### src/pkg/ddmsc_defines.svh
// Opcodes, result codes, reset values and timing counts of the command sequencer
`ifndef DDMSC_DEFINES_SVH
`define DDMSC_DEFINES_SVH

`define DDMSC_OP_DIAG        8'h90
`define DDMSC_OP_SET_PARAM   8'h91
`define DDMSC_OP_RD_MULTI    8'hc4
`define DDMSC_OP_WR_MULTI    8'hc5
`define DDMSC_OP_SET_MULTI   8'hc6

`define DDMSC_DIAG_OK        8'h01
`define DDMSC_DIAG_NA        8'h02
`define DDMSC_DIAG_BUF_RAM   8'h03
`define DDMSC_DIAG_CTL_REG   8'h04
`define DDMSC_DIAG_CPU_MEM   8'h05
`define DDMSC_DIAG_SLAVE     4'h8
`define DDMSC_ERR_ABORT      8'h04

`define DDMSC_DRV_BIT        4
`define DDMSC_MAX_BLOCK      4'h8
`define DDMSC_SPT_RST        8'h11
`define DDMSC_HEADS_RST      4'ha
`define DDMSC_FULL_COUNT     9'h100

`define DDMSC_CLK_KHZ        20000
`define DDMSC_PDIAG_WAIT_MS  5000
`define DDMSC_PDIAG_WAIT_CYC (`DDMSC_PDIAG_WAIT_MS * `DDMSC_CLK_KHZ)
`define DDMSC_INT_RAM_BYTES  2048
`define DDMSC_BUF_RAM_BYTES  8192

`endif

### src/pkg/ddmsc_pkg.sv
// State types of the command sequencer and its self-test engine
package ddmsc_pkg;

  typedef enum logic [2:0] {
    ST_IDLE, ST_DIAG_RUN, ST_DIAG_WAIT, ST_XF_WAIT, ST_XF_DRQ, ST_WR_DISK, ST_DONE
  } ddmsc_state_t;

  typedef enum logic [2:0] {
    TS_IDLE, TS_ROM, TS_CTL, TS_RAM_WR, TS_RAM_RD, TS_RAM_CHK, TS_DONE
  } ddmsc_test_t;

endpackage : ddmsc_pkg

### src/rtl/ddmsc_selftest.sv
// Self-test engine: ROM checksum, controller register test and RAM pattern test
`timescale 1ns/10ps
`include "ddmsc_defines.svh"

module ddmsc_selftest #(
  parameter int INT_BYTES = `DDMSC_INT_RAM_BYTES,
  parameter int BUF_BYTES = `DDMSC_BUF_RAM_BYTES
) (
  // Clock and reset
  input  wire logic        ref_clk,
  input  wire logic        rst_n,
  // Start and result
  input  wire logic        start,
  output logic             done,
  output logic [7:0]       resultCode,
  // ROM checksum unit
  output logic             romChkReq,
  input  wire logic        romChkDone,
  input  wire logic        romChkOk,
  // Disk controller register test unit
  output logic             ctlTstReq,
  input  wire logic        ctlTstDone,
  input  wire logic        ctlTstOk,
  // RAM port, read data valid one cycle after memRe
  output logic             memSel,
  output logic [14:0]      memAddr,
  output logic             memWe,
  output logic             memRe,
  output logic [7:0]       memWrData,
  input  wire logic [7:0]  memRdData
);

  if (BUF_BYTES > 32768 || INT_BYTES > BUF_BYTES || INT_BYTES < 1) begin : g_bad_size
    $error("ddmsc_selftest: RAM sizes out of range");
  end

  ddmsc_pkg::ddmsc_test_t state_r;
  logic        romFail_r;
  logic        ctlFail_r;
  logic        intFail_r;
  logic        bufFail_r;
  logic [14:0] lastAddr;

  // Internal RAM first, then the buffer; each pass ends at its own size
  assign lastAddr  = memSel ? 15'(BUF_BYTES - 1) : 15'(INT_BYTES - 1);
  assign romChkReq = (state_r == ddmsc_pkg::TS_ROM);
  assign ctlTstReq = (state_r == ddmsc_pkg::TS_CTL);
  assign memWe     = (state_r == ddmsc_pkg::TS_RAM_WR);
  assign memRe     = (state_r == ddmsc_pkg::TS_RAM_RD);
  assign memWrData = memAddr[7:0];
  assign done      = (state_r == ddmsc_pkg::TS_DONE);

  // Test sequence; every test runs so that the worst fault is reported
  always_ff @(posedge ref_clk) begin
    if (!rst_n) begin
      state_r <= ddmsc_pkg::TS_IDLE;
    end else begin
      case (state_r)
        ddmsc_pkg::TS_IDLE:    if (start) state_r <= ddmsc_pkg::TS_ROM;
        ddmsc_pkg::TS_ROM:     if (romChkDone) state_r <= ddmsc_pkg::TS_CTL;
        ddmsc_pkg::TS_CTL:     if (ctlTstDone) state_r <= ddmsc_pkg::TS_RAM_WR;
        ddmsc_pkg::TS_RAM_WR:  if (memAddr == lastAddr) state_r <= ddmsc_pkg::TS_RAM_RD;
        ddmsc_pkg::TS_RAM_RD:  state_r <= ddmsc_pkg::TS_RAM_CHK;
        ddmsc_pkg::TS_RAM_CHK: begin
          if (memAddr != lastAddr) state_r <= ddmsc_pkg::TS_RAM_RD;
          else if (!memSel) state_r <= ddmsc_pkg::TS_RAM_WR;
          else state_r <= ddmsc_pkg::TS_DONE;
        end
        ddmsc_pkg::TS_DONE:    state_r <= ddmsc_pkg::TS_IDLE;
        default:               state_r <= ddmsc_pkg::TS_IDLE;
      endcase
    end
  end

  // Address walk and RAM selection
  always_ff @(posedge ref_clk) begin
    if (!rst_n) begin
      memAddr <= 15'h0000;
      memSel  <= 1'b0;
    end else if (state_r == ddmsc_pkg::TS_IDLE || state_r == ddmsc_pkg::TS_CTL) begin
      memAddr <= 15'h0000;
      memSel  <= 1'b0;
    end else if (state_r == ddmsc_pkg::TS_RAM_WR) begin
      memAddr <= (memAddr == lastAddr) ? 15'h0000 : memAddr + 15'h0001;
    end else if (state_r == ddmsc_pkg::TS_RAM_CHK) begin
      if (memAddr != lastAddr) begin
        memAddr <= memAddr + 15'h0001;
      end else begin
        memAddr <= 15'h0000;
        memSel  <= 1'b1;
      end
    end
  end

  // Fault flags, cleared at each start
  always_ff @(posedge ref_clk) begin
    if (!rst_n || (state_r == ddmsc_pkg::TS_IDLE && start)) begin
      romFail_r <= 1'b0;
      ctlFail_r <= 1'b0;
      intFail_r <= 1'b0;
      bufFail_r <= 1'b0;
    end else begin
      if (state_r == ddmsc_pkg::TS_ROM && romChkDone && !romChkOk) romFail_r <= 1'b1;
      if (state_r == ddmsc_pkg::TS_CTL && ctlTstDone && !ctlTstOk) ctlFail_r <= 1'b1;
      if (state_r == ddmsc_pkg::TS_RAM_CHK && memRdData != memAddr[7:0]) begin
        if (memSel) bufFail_r <= 1'b1;
        else intFail_r <= 1'b1;
      end
    end
  end

  // Result code: processor memory outranks buffer, buffer outranks controller
  always_comb begin
    if (romFail_r || intFail_r) resultCode = `DDMSC_DIAG_CPU_MEM;
    else if (bufFail_r)         resultCode = `DDMSC_DIAG_BUF_RAM;
    else if (ctlFail_r)         resultCode = `DDMSC_DIAG_CTL_REG;
    else                        resultCode = `DDMSC_DIAG_OK;
  end

endmodule : ddmsc_selftest

### src/rtl/ddmsc_top.sv
// Command decoder and sequencer for diagnostics, drive parameters and block transfers
//
// Overview of operation
// - Opcode 90H runs self-test, then puts the result code in the error register.
// - Codes: 01 ok, 02 n/a, 03 buffer, 04 controller, 05 CPU memory, 8X slave.
// - Self-test: ROM checksum, controller registers, incrementing RAM pattern written and read.
// - A master watches the shared passed-diagnostics line for the slave's outcome.
// - A slave pulls passed-diagnostics low only after passing its own diagnostics.
// - Diagnostics run on both drives even when the slave is selected.
// - Master drives the task file and waits at most five seconds for the slave.
// - After diagnostics the drive select bit is returned as zero.
// - Opcode 91H takes sectors per track from count, heads from drive/head.
// - Translation mode stays on whatever parameters are given.
// - Opcode C4H reads in blocks, ignores long mode, always retries.
// - Opcode C5H writes in blocks, ignores long mode, always retries.
// - One data request and one interrupt per block of the set size, plus a completion interrupt on writes.
// - Sector count is the total sector count, 1 to 256, not blocks.
// - A shorter last block follows when the count is not a block multiple.
// - Block read or write without multiple mode enabled is aborted.
// - Host write data goes only to the base cache segment.
// - Cache segments holding written sectors are invalidated before the write ends.
// - Block size 1 to 8 accepted, above 8 aborts, zero disables.
`timescale 1ns/10ps
`include "ddmsc_defines.svh"

module ddmsc_top #(
  parameter int PDIAG_WAIT_CYC = `DDMSC_PDIAG_WAIT_CYC,
  parameter int INT_BYTES      = `DDMSC_INT_RAM_BYTES,
  parameter int BUF_BYTES      = `DDMSC_BUF_RAM_BYTES
) (
  // Clock and reset
  input  wire logic        ref_clk,
  input  wire logic        rst_n,
  // Task-file command strobe and registers
  input  wire logic        cmdStrobe,
  input  wire logic [7:0]  cmdOpcode,
  input  wire logic [7:0]  secCountIn,
  input  wire logic [7:0]  driveHeadIn,
  // Drive role strap, high for slave
  input  wire logic        slaveCfg,
  // Passed-diagnostics open-drain pin
  input  wire logic        pdiagIn,
  output logic             pdiagOut,
  output logic             pdiagOe_n,
  // Status towards the host
  output logic             busy,
  output logic             drq,
  output logic             irqPulse,
  output logic             cmdDonePulse,
  output logic [7:0]       errCode,
  output logic [7:0]       drive_head_select_register,
  output logic             taskFileDrive,
  // Host data movement
  output logic [3:0]       blkSectors,
  input  wire logic        blkXferDone,
  // Drive configuration
  output logic [7:0]       sectors_per_track,
  output logic [3:0]       headCount,
  output logic             translateMode,
  output logic [3:0]       blockSize,
  output logic             multiModeOn,
  // Disk controller and cache
  output logic             diskStartPulse,
  output logic             diskWrite,
  output logic [8:0]       diskCount,
  output logic             retryEn,
  output logic             longMode,
  output logic             wrBaseSegment,
  output logic             cacheInvReq,
  input  wire logic        cacheInvAck,
  input  wire logic        secReadyPulse,
  input  wire logic        diskWrDone,
  // Self-test units and RAM port
  output logic             romChkReq,
  input  wire logic        romChkDone,
  input  wire logic        romChkOk,
  output logic             ctlTstReq,
  input  wire logic        ctlTstDone,
  input  wire logic        ctlTstOk,
  output logic             memSel,
  output logic [14:0]      memAddr,
  output logic             memWe,
  output logic             memRe,
  output logic [7:0]       memWrData,
  input  wire logic [7:0]  memRdData
);

  if (PDIAG_WAIT_CYC < 1) begin : g_bad_wait
    $error("ddmsc_top: PDIAG_WAIT_CYC must be at least one");
  end

  localparam int WW = $clog2(PDIAG_WAIT_CYC + 1);

  ddmsc_pkg::ddmsc_state_t state_r;
  logic [WW-1:0] waitCnt_r;
  logic          pdiagMeta_r;
  logic          pdiagSync_r;
  logic          isWrite_r;
  logic [8:0]    remain_r;
  logic [8:0]    ready_r;
  logic [8:0]    thisBlk;
  logic          invDone_r;
  logic          wrDone_r;
  logic          tstStart;
  logic          tstDone;
  logic [7:0]    tstCode;
  logic          selected;
  logic          accept;
  logic          lastBlk;
  logic [8:0]    totalCnt;

  // Commands other than diagnostics are taken only by the addressed drive
  assign selected = (driveHeadIn[`DDMSC_DRV_BIT] == slaveCfg);
  assign accept   = cmdStrobe && (state_r == ddmsc_pkg::ST_IDLE);
  assign totalCnt = (secCountIn == 8'h00) ? `DDMSC_FULL_COUNT : {1'b0, secCountIn};
  assign tstStart = accept && cmdOpcode == `DDMSC_OP_DIAG;

  // Size of the block now in flight: the set size, or what is left
  always_comb begin
    if (remain_r < {5'h00, blockSize}) thisBlk = remain_r;
    else thisBlk = {5'h00, blockSize};
  end
  assign lastBlk    = (remain_r == thisBlk);
  assign blkSectors = thisBlk[3:0];

  // Handshake and fixed mode outputs
  assign drq           = (state_r == ddmsc_pkg::ST_XF_DRQ);
  assign busy          = (state_r != ddmsc_pkg::ST_IDLE);
  assign translateMode = 1'b1;
  assign multiModeOn   = (blockSize != 4'h0);
  assign retryEn       = 1'b1;
  assign longMode      = 1'b0;
  assign wrBaseSegment = isWrite_r && busy;
  assign pdiagOut      = 1'b0;

  // Two-stage synchroniser for the shared diagnostics line
  always_ff @(posedge ref_clk) begin
    if (!rst_n) begin
      pdiagMeta_r <= 1'b1;
      pdiagSync_r <= 1'b1;
    end else begin
      pdiagMeta_r <= pdiagIn;
      pdiagSync_r <= pdiagMeta_r;
    end
  end

  ddmsc_selftest #(
    .INT_BYTES (INT_BYTES),
    .BUF_BYTES (BUF_BYTES)
  ) u_selftest (
    .ref_clk    (ref_clk),
    .rst_n      (rst_n),
    .start      (tstStart),
    .done       (tstDone),
    .resultCode (tstCode),
    .romChkReq  (romChkReq),
    .romChkDone (romChkDone),
    .romChkOk   (romChkOk),
    .ctlTstReq  (ctlTstReq),
    .ctlTstDone (ctlTstDone),
    .ctlTstOk   (ctlTstOk),
    .memSel     (memSel),
    .memAddr    (memAddr),
    .memWe      (memWe),
    .memRe      (memRe),
    .memWrData  (memWrData),
    .memRdData  (memRdData)
  );

  // Main command sequence
  always_ff @(posedge ref_clk) begin
    if (!rst_n) begin
      state_r <= ddmsc_pkg::ST_IDLE;
    end else begin
      case (state_r)
        ddmsc_pkg::ST_IDLE: begin
          if (accept) begin
            if (cmdOpcode == `DDMSC_OP_DIAG) begin
              state_r <= ddmsc_pkg::ST_DIAG_RUN;
            end else if (!selected) begin
              state_r <= ddmsc_pkg::ST_IDLE;
            end else if (cmdOpcode == `DDMSC_OP_RD_MULTI && multiModeOn) begin
              state_r <= ddmsc_pkg::ST_XF_WAIT;
            end else if (cmdOpcode == `DDMSC_OP_WR_MULTI && multiModeOn) begin
              state_r <= ddmsc_pkg::ST_XF_DRQ;
            end else begin
              state_r <= ddmsc_pkg::ST_DONE;
            end
          end
        end
        ddmsc_pkg::ST_DIAG_RUN: begin
          if (tstDone) begin
            state_r <= slaveCfg ? ddmsc_pkg::ST_DONE : ddmsc_pkg::ST_DIAG_WAIT;
          end
        end
        ddmsc_pkg::ST_DIAG_WAIT: begin
          // Slave pass or the five second limit ends the wait
          if (!pdiagSync_r || waitCnt_r == WW'(PDIAG_WAIT_CYC)) begin
            state_r <= ddmsc_pkg::ST_DONE;
          end
        end
        ddmsc_pkg::ST_XF_WAIT: begin
          if (ready_r >= thisBlk) state_r <= ddmsc_pkg::ST_XF_DRQ;
        end
        ddmsc_pkg::ST_XF_DRQ: begin
          if (blkXferDone) begin
            if (isWrite_r) state_r <= ddmsc_pkg::ST_WR_DISK;
            else if (lastBlk) state_r <= ddmsc_pkg::ST_DONE;
            else state_r <= ddmsc_pkg::ST_XF_WAIT;
          end
        end
        ddmsc_pkg::ST_WR_DISK: begin
          // A block is finished only once its stale cache copies are gone
          if (wrDone_r && invDone_r) begin
            state_r <= lastBlk ? ddmsc_pkg::ST_DONE : ddmsc_pkg::ST_XF_DRQ;
          end
        end
        ddmsc_pkg::ST_DONE: state_r <= ddmsc_pkg::ST_IDLE;
        default:            state_r <= ddmsc_pkg::ST_IDLE;
      endcase
    end
  end

  // Slave five second timer; counts only while the master waits
  always_ff @(posedge ref_clk) begin
    if (!rst_n || state_r != ddmsc_pkg::ST_DIAG_WAIT) begin
      waitCnt_r <= '0;
    end else begin
      waitCnt_r <= waitCnt_r + WW'(1);
    end
  end

  // Passed-diagnostics drive: released at each new diagnostic, pulled on own pass when strapped as slave
  always_ff @(posedge ref_clk) begin
    if (!rst_n || tstStart) begin
      pdiagOe_n <= 1'b1;
    end else if (state_r == ddmsc_pkg::ST_DIAG_RUN && tstDone && slaveCfg
                 && tstCode == `DDMSC_DIAG_OK) begin
      pdiagOe_n <= 1'b0;
    end
  end

  // Task-file ownership of the host bus
  always_ff @(posedge ref_clk) begin
    if (!rst_n) begin
      taskFileDrive <= 1'b0;
    end else if (accept) begin
      if (cmdOpcode == `DDMSC_OP_DIAG) taskFileDrive <= !slaveCfg;
      else taskFileDrive <= selected;
    end
  end

  // Error register
  always_ff @(posedge ref_clk) begin
    if (!rst_n) begin
      errCode <= 8'h00;
    end else if (accept) begin
      errCode <= 8'h00;
    end else if (state_r == ddmsc_pkg::ST_DIAG_RUN && tstDone) begin
      errCode <= tstCode;
    end else if (state_r == ddmsc_pkg::ST_DIAG_WAIT && pdiagSync_r
                 && waitCnt_r == WW'(PDIAG_WAIT_CYC)) begin
      errCode <= {`DDMSC_DIAG_SLAVE, errCode[3:0]};
    end else if (accept_abort(state_r, multiModeOn)) begin
      errCode <= `DDMSC_ERR_ABORT;
    end
  end

  // Aborted commands are recognised on the cycle after acceptance
  logic [7:0] opHeld_r;
  logic [7:0] cntHeld_r;
  always_ff @(posedge ref_clk) begin
    if (!rst_n) begin
      opHeld_r  <= 8'h00;
      cntHeld_r <= 8'h00;
    end else if (accept) begin
      opHeld_r  <= cmdOpcode;
      cntHeld_r <= secCountIn;
    end
  end

  function automatic logic accept_abort(ddmsc_pkg::ddmsc_state_t st, logic multi);
    accept_abort = 1'b0;
    if (st == ddmsc_pkg::ST_DONE) begin
      if ((opHeld_r == `DDMSC_OP_RD_MULTI || opHeld_r == `DDMSC_OP_WR_MULTI) && !multi)
        accept_abort = 1'b1;
      if (opHeld_r == `DDMSC_OP_SET_MULTI && cntHeld_r > {4'h0, `DDMSC_MAX_BLOCK})
        accept_abort = 1'b1;
    end
  endfunction : accept_abort

  // Drive/head register returned to the host
  always_ff @(posedge ref_clk) begin
    if (!rst_n) begin
      drive_head_select_register <= 8'h00;
    end else if (accept) begin
      drive_head_select_register <= driveHeadIn;
    end else if (state_r == ddmsc_pkg::ST_DONE && opHeld_r == `DDMSC_OP_DIAG) begin
      drive_head_select_register[`DDMSC_DRV_BIT] <= 1'b0;
    end
  end

  // Geometry and block size configuration
  always_ff @(posedge ref_clk) begin
    if (!rst_n) begin
      sectors_per_track <= `DDMSC_SPT_RST;
      headCount         <= `DDMSC_HEADS_RST;
      blockSize         <= 4'h0;
    end else if (accept && selected) begin
      if (cmdOpcode == `DDMSC_OP_SET_PARAM) begin
        sectors_per_track <= secCountIn;
        headCount         <= driveHeadIn[3:0] + 4'h1;
      end
      // Oversized block request leaves the old size in force
      if (cmdOpcode == `DDMSC_OP_SET_MULTI && secCountIn <= {4'h0, `DDMSC_MAX_BLOCK}) begin
        blockSize <= secCountIn[3:0];
      end
    end
  end

  // Transfer bookkeeping: sectors left and sectors waiting in cache
  always_ff @(posedge ref_clk) begin
    if (!rst_n) begin
      isWrite_r <= 1'b0;
      remain_r  <= 9'h000;
      ready_r   <= 9'h000;
    end else if (accept) begin
      isWrite_r <= (cmdOpcode == `DDMSC_OP_WR_MULTI);
      remain_r  <= totalCnt;
      ready_r   <= 9'h000;
    end else begin
      if (state_r == ddmsc_pkg::ST_XF_DRQ && blkXferDone && !isWrite_r) begin
        remain_r <= remain_r - thisBlk;
        ready_r  <= ready_r - thisBlk + {8'h00, secReadyPulse};
      end else begin
        if (state_r == ddmsc_pkg::ST_WR_DISK && wrDone_r && invDone_r) begin
          remain_r <= remain_r - thisBlk;
        end
        ready_r <= ready_r + {8'h00, secReadyPulse};
      end
    end
  end

  // Disk start requests: one read of the whole count, or one write per block
  always_ff @(posedge ref_clk) begin
    if (!rst_n) begin
      diskStartPulse <= 1'b0;
      diskWrite      <= 1'b0;
      diskCount      <= 9'h000;
    end else begin
      diskStartPulse <= 1'b0;
      if (accept && selected && cmdOpcode == `DDMSC_OP_RD_MULTI && multiModeOn) begin
        diskStartPulse <= 1'b1;
        diskWrite      <= 1'b0;
        diskCount      <= totalCnt;
      end else if (state_r == ddmsc_pkg::ST_XF_DRQ && blkXferDone && isWrite_r) begin
        diskStartPulse <= 1'b1;
        diskWrite      <= 1'b1;
        diskCount      <= thisBlk;
      end
    end
  end

  // Disk write completion, held until the block is retired; set wins over clear
  always_ff @(posedge ref_clk) begin
    if (!rst_n || accept) begin
      wrDone_r <= 1'b0;
    end else if (diskWrDone) begin
      wrDone_r <= 1'b1;
    end else if (state_r == ddmsc_pkg::ST_WR_DISK && invDone_r) begin
      wrDone_r <= 1'b0;
    end
  end

  // Cache invalidation for the written range, raised as the write starts
  always_ff @(posedge ref_clk) begin
    if (!rst_n) begin
      cacheInvReq <= 1'b0;
      invDone_r   <= 1'b0;
    end else if (accept) begin
      cacheInvReq <= selected && cmdOpcode == `DDMSC_OP_WR_MULTI && multiModeOn;
      invDone_r   <= 1'b0;
    end else if (cacheInvReq && cacheInvAck) begin
      cacheInvReq <= 1'b0;
      invDone_r   <= 1'b1;
    end
  end

  // Interrupt per block on data request, and at completion of any command but a block read when this drive holds the task file
  always_ff @(posedge ref_clk) begin
    if (!rst_n) begin
      irqPulse     <= 1'b0;
      cmdDonePulse <= 1'b0;
    end else begin
      irqPulse <= ((state_r == ddmsc_pkg::ST_XF_WAIT && ready_r >= thisBlk)
                   || (state_r == ddmsc_pkg::ST_IDLE && accept && selected
                       && cmdOpcode == `DDMSC_OP_WR_MULTI && multiModeOn)
                   || (state_r == ddmsc_pkg::ST_WR_DISK && wrDone_r && invDone_r
                       && !lastBlk))
                  || (state_r == ddmsc_pkg::ST_DONE && taskFileDrive
                      && opHeld_r != `DDMSC_OP_RD_MULTI);
      cmdDonePulse <= (state_r == ddmsc_pkg::ST_DONE);
    end
  end

endmodule : ddmsc_top

### config.mk
export PLATFORM = sky130hd
export DESIGN_NAME = ddmsc_top
export DESIGN_NICKNAME = d
export VERILOG_FILES = /design/src/pkg/ddmsc_pkg.sv /design/src/rtl/ddmsc_selftest.sv /design/src/rtl/ddmsc_top.sv
export VERILOG_INCLUDE_DIRS = /design/src /design/src/pkg
export SDC_FILE = /design/constraint.sdc
export NUM_CORES = 1
export LEC_CHECK = 0
export ABC_AREA = 1
export ABC_CLOCK_PERIOD_IN_PS = 5900
export BUFFER_PORTS_ARGS = -buffer_cell sky130_fd_sc_hd__buf_2
export CAP_MARGIN = 30
export CORE_MARGIN = 8
export CORE_UTILIZATION = 40
export DETAILED_ROUTE_END_ITERATION = 6
export GPL_TIMING_DRIVEN = 0
export PLACE_DENSITY_LB_ADDON = 0.2
export RECOVER_POWER = 100
export SLEW_MARGIN = 5
export SYNTH_ARGS = -nofsm -noshare
export SYNTH_HDL_FRONTEND = slang
export SYNTH_SLANG_ARGS = --single-unit
export TNS_END_PERCENT = 100
### constraint.sdc
create_clock -name ref_clk -period 5.9 [get_ports ref_clk]
set_input_delay 1.18 -clock ref_clk [delete_from_list [all_inputs] [get_ports ref_clk]]
set_output_delay 1.18 -clock ref_clk [all_outputs]
set_load 0.005 [all_outputs]
# --- Word level (Yosys, flattened, before mapping) ---
# Cells that the tools add are included.
totals:
  register_bits: 140
  input_bits: 45
  out_inout_bits: 88
classes:
  n_addsub: 7
  magnitude_cmp: 4
  eq_ne: 41
  n_mux: 57
  bitwise_logic: 4
  reduce_logical: 84
op_table:
  columns: ["cell", "n"]
  rows:
  - ["8-bit equality test, second input constant", 9]
  - ["9-bit two-way mux", 8]
  - ["15-bit two-way mux", 4]
  - ["3-bit two-way mux", 19]
  - ["1-bit logical AND", 41]
  - ["8-bit two-way mux", 5]
  - ["3-bit one-hot mux with 6 select lines", 2]
  - ["27-bit by 1-bit adder with 27-bit output, second input constant", 1]
  - ["27-bit equality test, second input constant", 1]
  - ["9-bit by 1-bit adder with 9-bit output", 2]
  - ["3-bit equality test, second input constant", 6]
  - ["9-bit subtractor", 2]
  - ["1-bit two-way mux", 16]
  - ["15-bit by 1-bit adder with 15-bit output, second input constant", 1]
  - ["15-bit equality test", 1]
  - ["15-bit != test", 1]
  - ["13-bit two-way mux", 1]
  - ["3-bit by 2-bit equality test with 1-bit output, second input constant", 4]
  - ["2-bit != test, second input constant", 6]
  - ["2-bit nonzero test", 6]
  - ["1-bit logical OR", 11]
  - ["2-bit by 1-bit != test with 1-bit output, second input constant", 5]
  - ["2-bit AND reduction", 5]
  - ["9-bit equality test", 1]
  - ["other kinds (22)", 39]

# --- Logic depth before layout (Yosys ltp) ---
logic_depth:
  word_depth: 13
  ltp_mapped: 21
  depth_no_buf: 21

# --- Modules after synthesis ---
# A second synthesis with hierarchy kept.
hier_totals:
  hier_cells: 1182
  hier_area_um2: 8086.5
modules_own_cells:
  columns: ["module", "instances", "cells_each", "area_each_um2", "seq_area_each_um2"]
  rows:
  - ["ddmsc_top", 1, 965, 6571.3, 2342.2]
  - ["ddmsc_selftest", 1, 217, 1515.2, 460.4]

# --- Worst setup path after synthesis ---
# Ideal clock, no wire load.
synth_timing:
  path_type: "flip-flop to flip-flop"
  startpoint: "register blockSize[2]"
  endpoint: "register ready_r[6]"
  arrival_ps: 3049
  path_slack_ps: 2796
  stages_incl_launch_ff: 21
  path_buffers: 0
  synth_period_minus_slack_ps: 3104
  cell_sequence: "dfxtp_1 inv_1 ha_1 a21oi_1 nor2_1 nor2_1 nand2_1 o21ai_0 ha_1 inv_1 fa_1 inv_1 nand3_1 nand2_1 nand2_1 nand2_1 a21oi_1 or2_2 nand3_1 nand2_1 inv_1"
synth_via:
  elab_chain_len: 5
synth_rtl:
  columns: ["element", "line", "rtl"]
  rows:
  - ["start: declaration", "ddmsc_top.sv:60", "output logic [3:0] blockSize,"]
  - ["start signal: assignment", "ddmsc_top.sv:316", "blockSize <= secCountIn[3:0];"]
  - ["9-bit by 4-bit < comparator with 1-bit output", "ddmsc_top.sv:120", "if (remain_r < {5'h00, blockSize}) thisBlk = remain_r;"]
  - ["9-bit two-way mux *", "ddmsc_top.sv:120", null]
  - ["9-bit subtractor *", "ddmsc_top.sv:334", "ready_r <= ready_r - thisBlk + {8'h00, secReadyPulse};"]
  - ["9-bit by 1-bit adder with 9-bit output *", "ddmsc_top.sv:334", null]
  - ["9-bit two-way mux *", "ddmsc_top.sv:332", "if (state_r == ddmsc_pkg::ST_XF_DRQ && blkXferDone && !isWrite_r) begin"]
  - ["end signal: assignment", "ddmsc_top.sv:334", null]
  - ["end signal: assignment", "ddmsc_top.sv:339", "ready_r <= ready_r + {8'h00, secReadyPulse};"]
  - ["end: declaration", "ddmsc_top.sv:100", "logic [8:0] ready_r;"]
# Every way passes the cells marked *; elsewhere a longest branch is shown, timed or not.
# A chain may end at the register's enable or synchronous reset.

# --- Worst setup path after layout ---
layout_timing:
  startpoint: "register blockSize[2]"
  endpoint: "output blkSectors[2]"
layout_via:
  elab_chain_len: 2
layout_rtl:
  columns: ["element", "line", "rtl"]
  rows:
  - ["9-bit by 4-bit < comparator with 1-bit output", "ddmsc_top.sv:120", null]
  - ["9-bit two-way mux *", "ddmsc_top.sv:120", null]
  - ["end: declaration", "ddmsc_top.sv:54", "output logic [3:0] blkSectors,"]
# Marked as above.

==> results.toml <==
[clock_network]
postCtsHoldBufs = 0
clock_latency_ns = 0.43
clkTransAtPathRegs_ns = 0.06
post_cts_resized = 0
postCtsSetupRepairBufs = 0
cts_tree = "yes"
cts_max_path_buffers = 2
cts.sinks = 136
cts_buffers = 17
cts-root-buf = "clkbuf_16"
htreeDepth = 4

[route]
ant_nets = 0
drc = 0
vias_per_cell = 4.87
firstDrtPassIters = 5
totalWireLength_um = 22500
initialDrtViolationCount = 425
wl_per_cell_um = 14.2
vias = 7690

[timing]
holdWs_ns = 0.418
slew_headroom_pct = 31.4
hold_violations = 0
finClkSkew_ns = 0.00917
slew_viol_final = 0
finalSetupTns_ns = 0
period_needed_ns = 3.75
setup_viol = 0
fin_crit_sh_pct = 63.5
grt_setup_unrepaired = "no"
worst_pin_slew_ns = 1.02
fmax_mhz = 267

[die]
start_util_pct = 40.2
ios = 133
fp.coreArea_um2 = 19200
rows = 51
die_h_um = 155
die_x_um = 155
die-area_um2 = 24000

[final_layout]
drive_gt1_share_pct = 10.1
nets = 1383
final_area_um2 = 9190
syn_to_final_growth_pct = 19.0
n_antenna_cell = 0
fillers = 2057

[grt]
grt_first_pass_wirelength_um = 37000
globalRouteTotalUtil_pct = 19.1
grt_remaining_overflow = 0
grt_pass1_vias = 7485
antenna_found_initial = 0
grt_max_degree = 17

[pwr]
p_clk_share_pct = 30.9
pwr-share-comb_pct = 38.4
p_per_area_nw_per_um2 = 380
p_sw_mw = 1.39
p_int_mw = 2.10
p_leak_nw = 4.08
p_sw_share_pct = 39.9
ir_worst_vdd_mv = 0.224
p_seq_share_pct = 30.7

[synthesis]
yosys_warnings = 0
async_reset_ff_share_pct = 0
netlist_top_cells_count = "nand2_1, inv_1, dfxtp_1, nor2_1, nand3_1"
synth_edf_count = 0
syn_inst = 1146
syn_area_per_cell_um2 = 6.74
synthTopCellsByArea = "dfxtp_1, nand2_1, inv_1"
yosysTopAreaCell = "dfxtp_1"
seq_area_frac_synth_pct = 35.3
synth_top_cell_area_share_pct = 35.3
syn_area_um2 = 7720
yosysMostFrequentCell = "nand2_1"
postSynthRegisterBits = 136
synth-main-ff-cell = "dfxtp_1"
synth_cell_types = 44

[place]
portBuffers = 123
place_area_um2 = 8720
place_congestion = 0.885
hpwl_um = 17400

[worst_setup_path]
arrival_ns = 2.57
critPathKind = "reg -> out"
r2r_setup_slack_ns = 2.32
crit_required_ns = 4.72
path_max_fanout = 6
slowest_stage = "o21ai_0"
end_kind = "primary output"
cp-start-kind = "flop"
critPathMaxStageDelay_ns = 0.53
path_cells = "inv_1 > ha_1 > a21oi_1 > nor2_1 > nor2_1 > nand2_1 > o21ai_0 > inv_1 > clkbuf_1"

[run]
cap_violations = 0

[min_path]
worstHoldPathType = "reg -> reg"

[run_status]
status = "complete, no violations"
==> per-stage QoR <==
step	total power, mW	utilization, %	worst slack (ns)	cells
6_report	3.49	47.9	2.15	1580
5_1_grt	3.77	47.9	1.88	1580
4_1_cts	3.53	48.5	2.10	1580
3_5_place_dp	2.44	45.4	2.35	1548
3_3_place_gp	2.43	45.4	2.39	1548
2_1_floorplan	2.07	-	2.80	1160
==> power by group through the flow <==
stage | Sequential, mW | Combinational, mW | Clock, mW
floorplan | 1.08 | 0.990 | 0
global placement | 1.09 | 1.34 | 0
detailed placement | 1.09 | 1.35 | 0
CTS | 1.07 | 1.36 | 1.10
global route | 1.08 | 1.55 | 1.14
finish | 1.07 | 1.34 | 1.08
==> state kept, by name, summed over array words and instances, names as in the netlist, 3 cells and up <==
name and cells:
waitCnt_r 27, u_selftest.memAddr 15, diskCount 9, ready_r 9, remain_r 9, cntHeld_r 8, drive_head_select_register 8, opHeld_r 8
sectors_per_track 8, blockSize 4, errCode 4, headCount 4, state_r 3, u_selftest.state_r 3
==> critical path: cells and delay by family (launching register included) <==
family	cells	cell delay, ns
compound gates	2	0.69
buf+inv	3	0.42
simple gates	3	0.40
flops	1	0.32
fa+ha+maj	1	0.32
==> final timing paths <==
check	start	endpoint	depth (start not counted)
setup / recovery	blockSize[2]	blkSectors[2]	9
hold / removal	pdiagMeta_r	pdiagSync_r	1
setup reg to reg	blockSize[2]	ready_r[6]	20
hold reg to reg	pdiagMeta_r	pdiagSync_r	1
==> logic make-up (layout without fill, tap and decap cells) <==
group	count (synthesis)	count (layout)	share of synthesized area [%]
fa+ha+maj	36	36	6.42
other cells	2	16	0.0972
xor+xnor	26	26	2.95
flops	136	136	35.3
simple gates	564	564	31.9
compound gates	165	165	11.5
buf+inv	217	372	11.9
==> area by class of cell <==
| type | count | area, µm² | area share [%] |
|---|---|---|---|
| inverter | 178 | 669 | 7.28 |
| clock inverter | 15 | 169 | 1.84 |
| timing repair buffer | 123 | 543 | 5.91 |
| clock buffer | 17 | 425 | 4.63 |
| sequential | 136 | 2720 | 29.6 |
| tap | 265 | 332 | 3.61 |
| multi-input combinational | 807 | 4110 | 44.7 |
| buffer | 39 | 219 | 2.38 |
==> per-layer routing <==
metal	track usage, %	wire length (µm)
met5	0	0
met4	5.69	367
met3	5.10	1350
met2	30.4	9910
met1	24.7	10800
==> layout by cell type, fill, tap and decap left out, types with 2 or more instances in the layout <==
cell type / netlist / routed
buf_2: 8 / 65
bufinv_16: 0 / 2
nand3b_1: 7 / 7
clkinvlp_4: 0 / 3
o21ai_0: 55 / 56
nor3_1: 27 / 29
o22ai_1: 6 / 6
inv_1: 173 / 177
a31oi_1: 7 / 7
nand2_2: 4 / 2
ha_1: 30 / 30
nand2_1: 247 / 249
clkbuf_4: 0 / 8
clkbuf_16: 0 / 17
buf_4: 18 / 9
o211ai_1: 5 / 5
dfxtp_1: 136 / 136
or2_2: 9 / 9
nand3_1: 96 / 96
nor2_1: 133 / 133
nor4_1: 4 / 4
nor2_2: 2 / 2
conb_1: 2 / 16
fa_1: 6 / 6
a211oi_1: 4 / 4
and3_1: 2 / 2
nor3b_1: 4 / 4
xnor2_1: 11 / 11
a21oi_1: 80 / 80
clkbuf_1: 8 / 78
nand4_1: 24 / 24
xor2_1: 15 / 15
clkinv_4: 0 / 4
inv_6: 0 / 4
No activity file was read; power rests on OpenSTA's default activity.
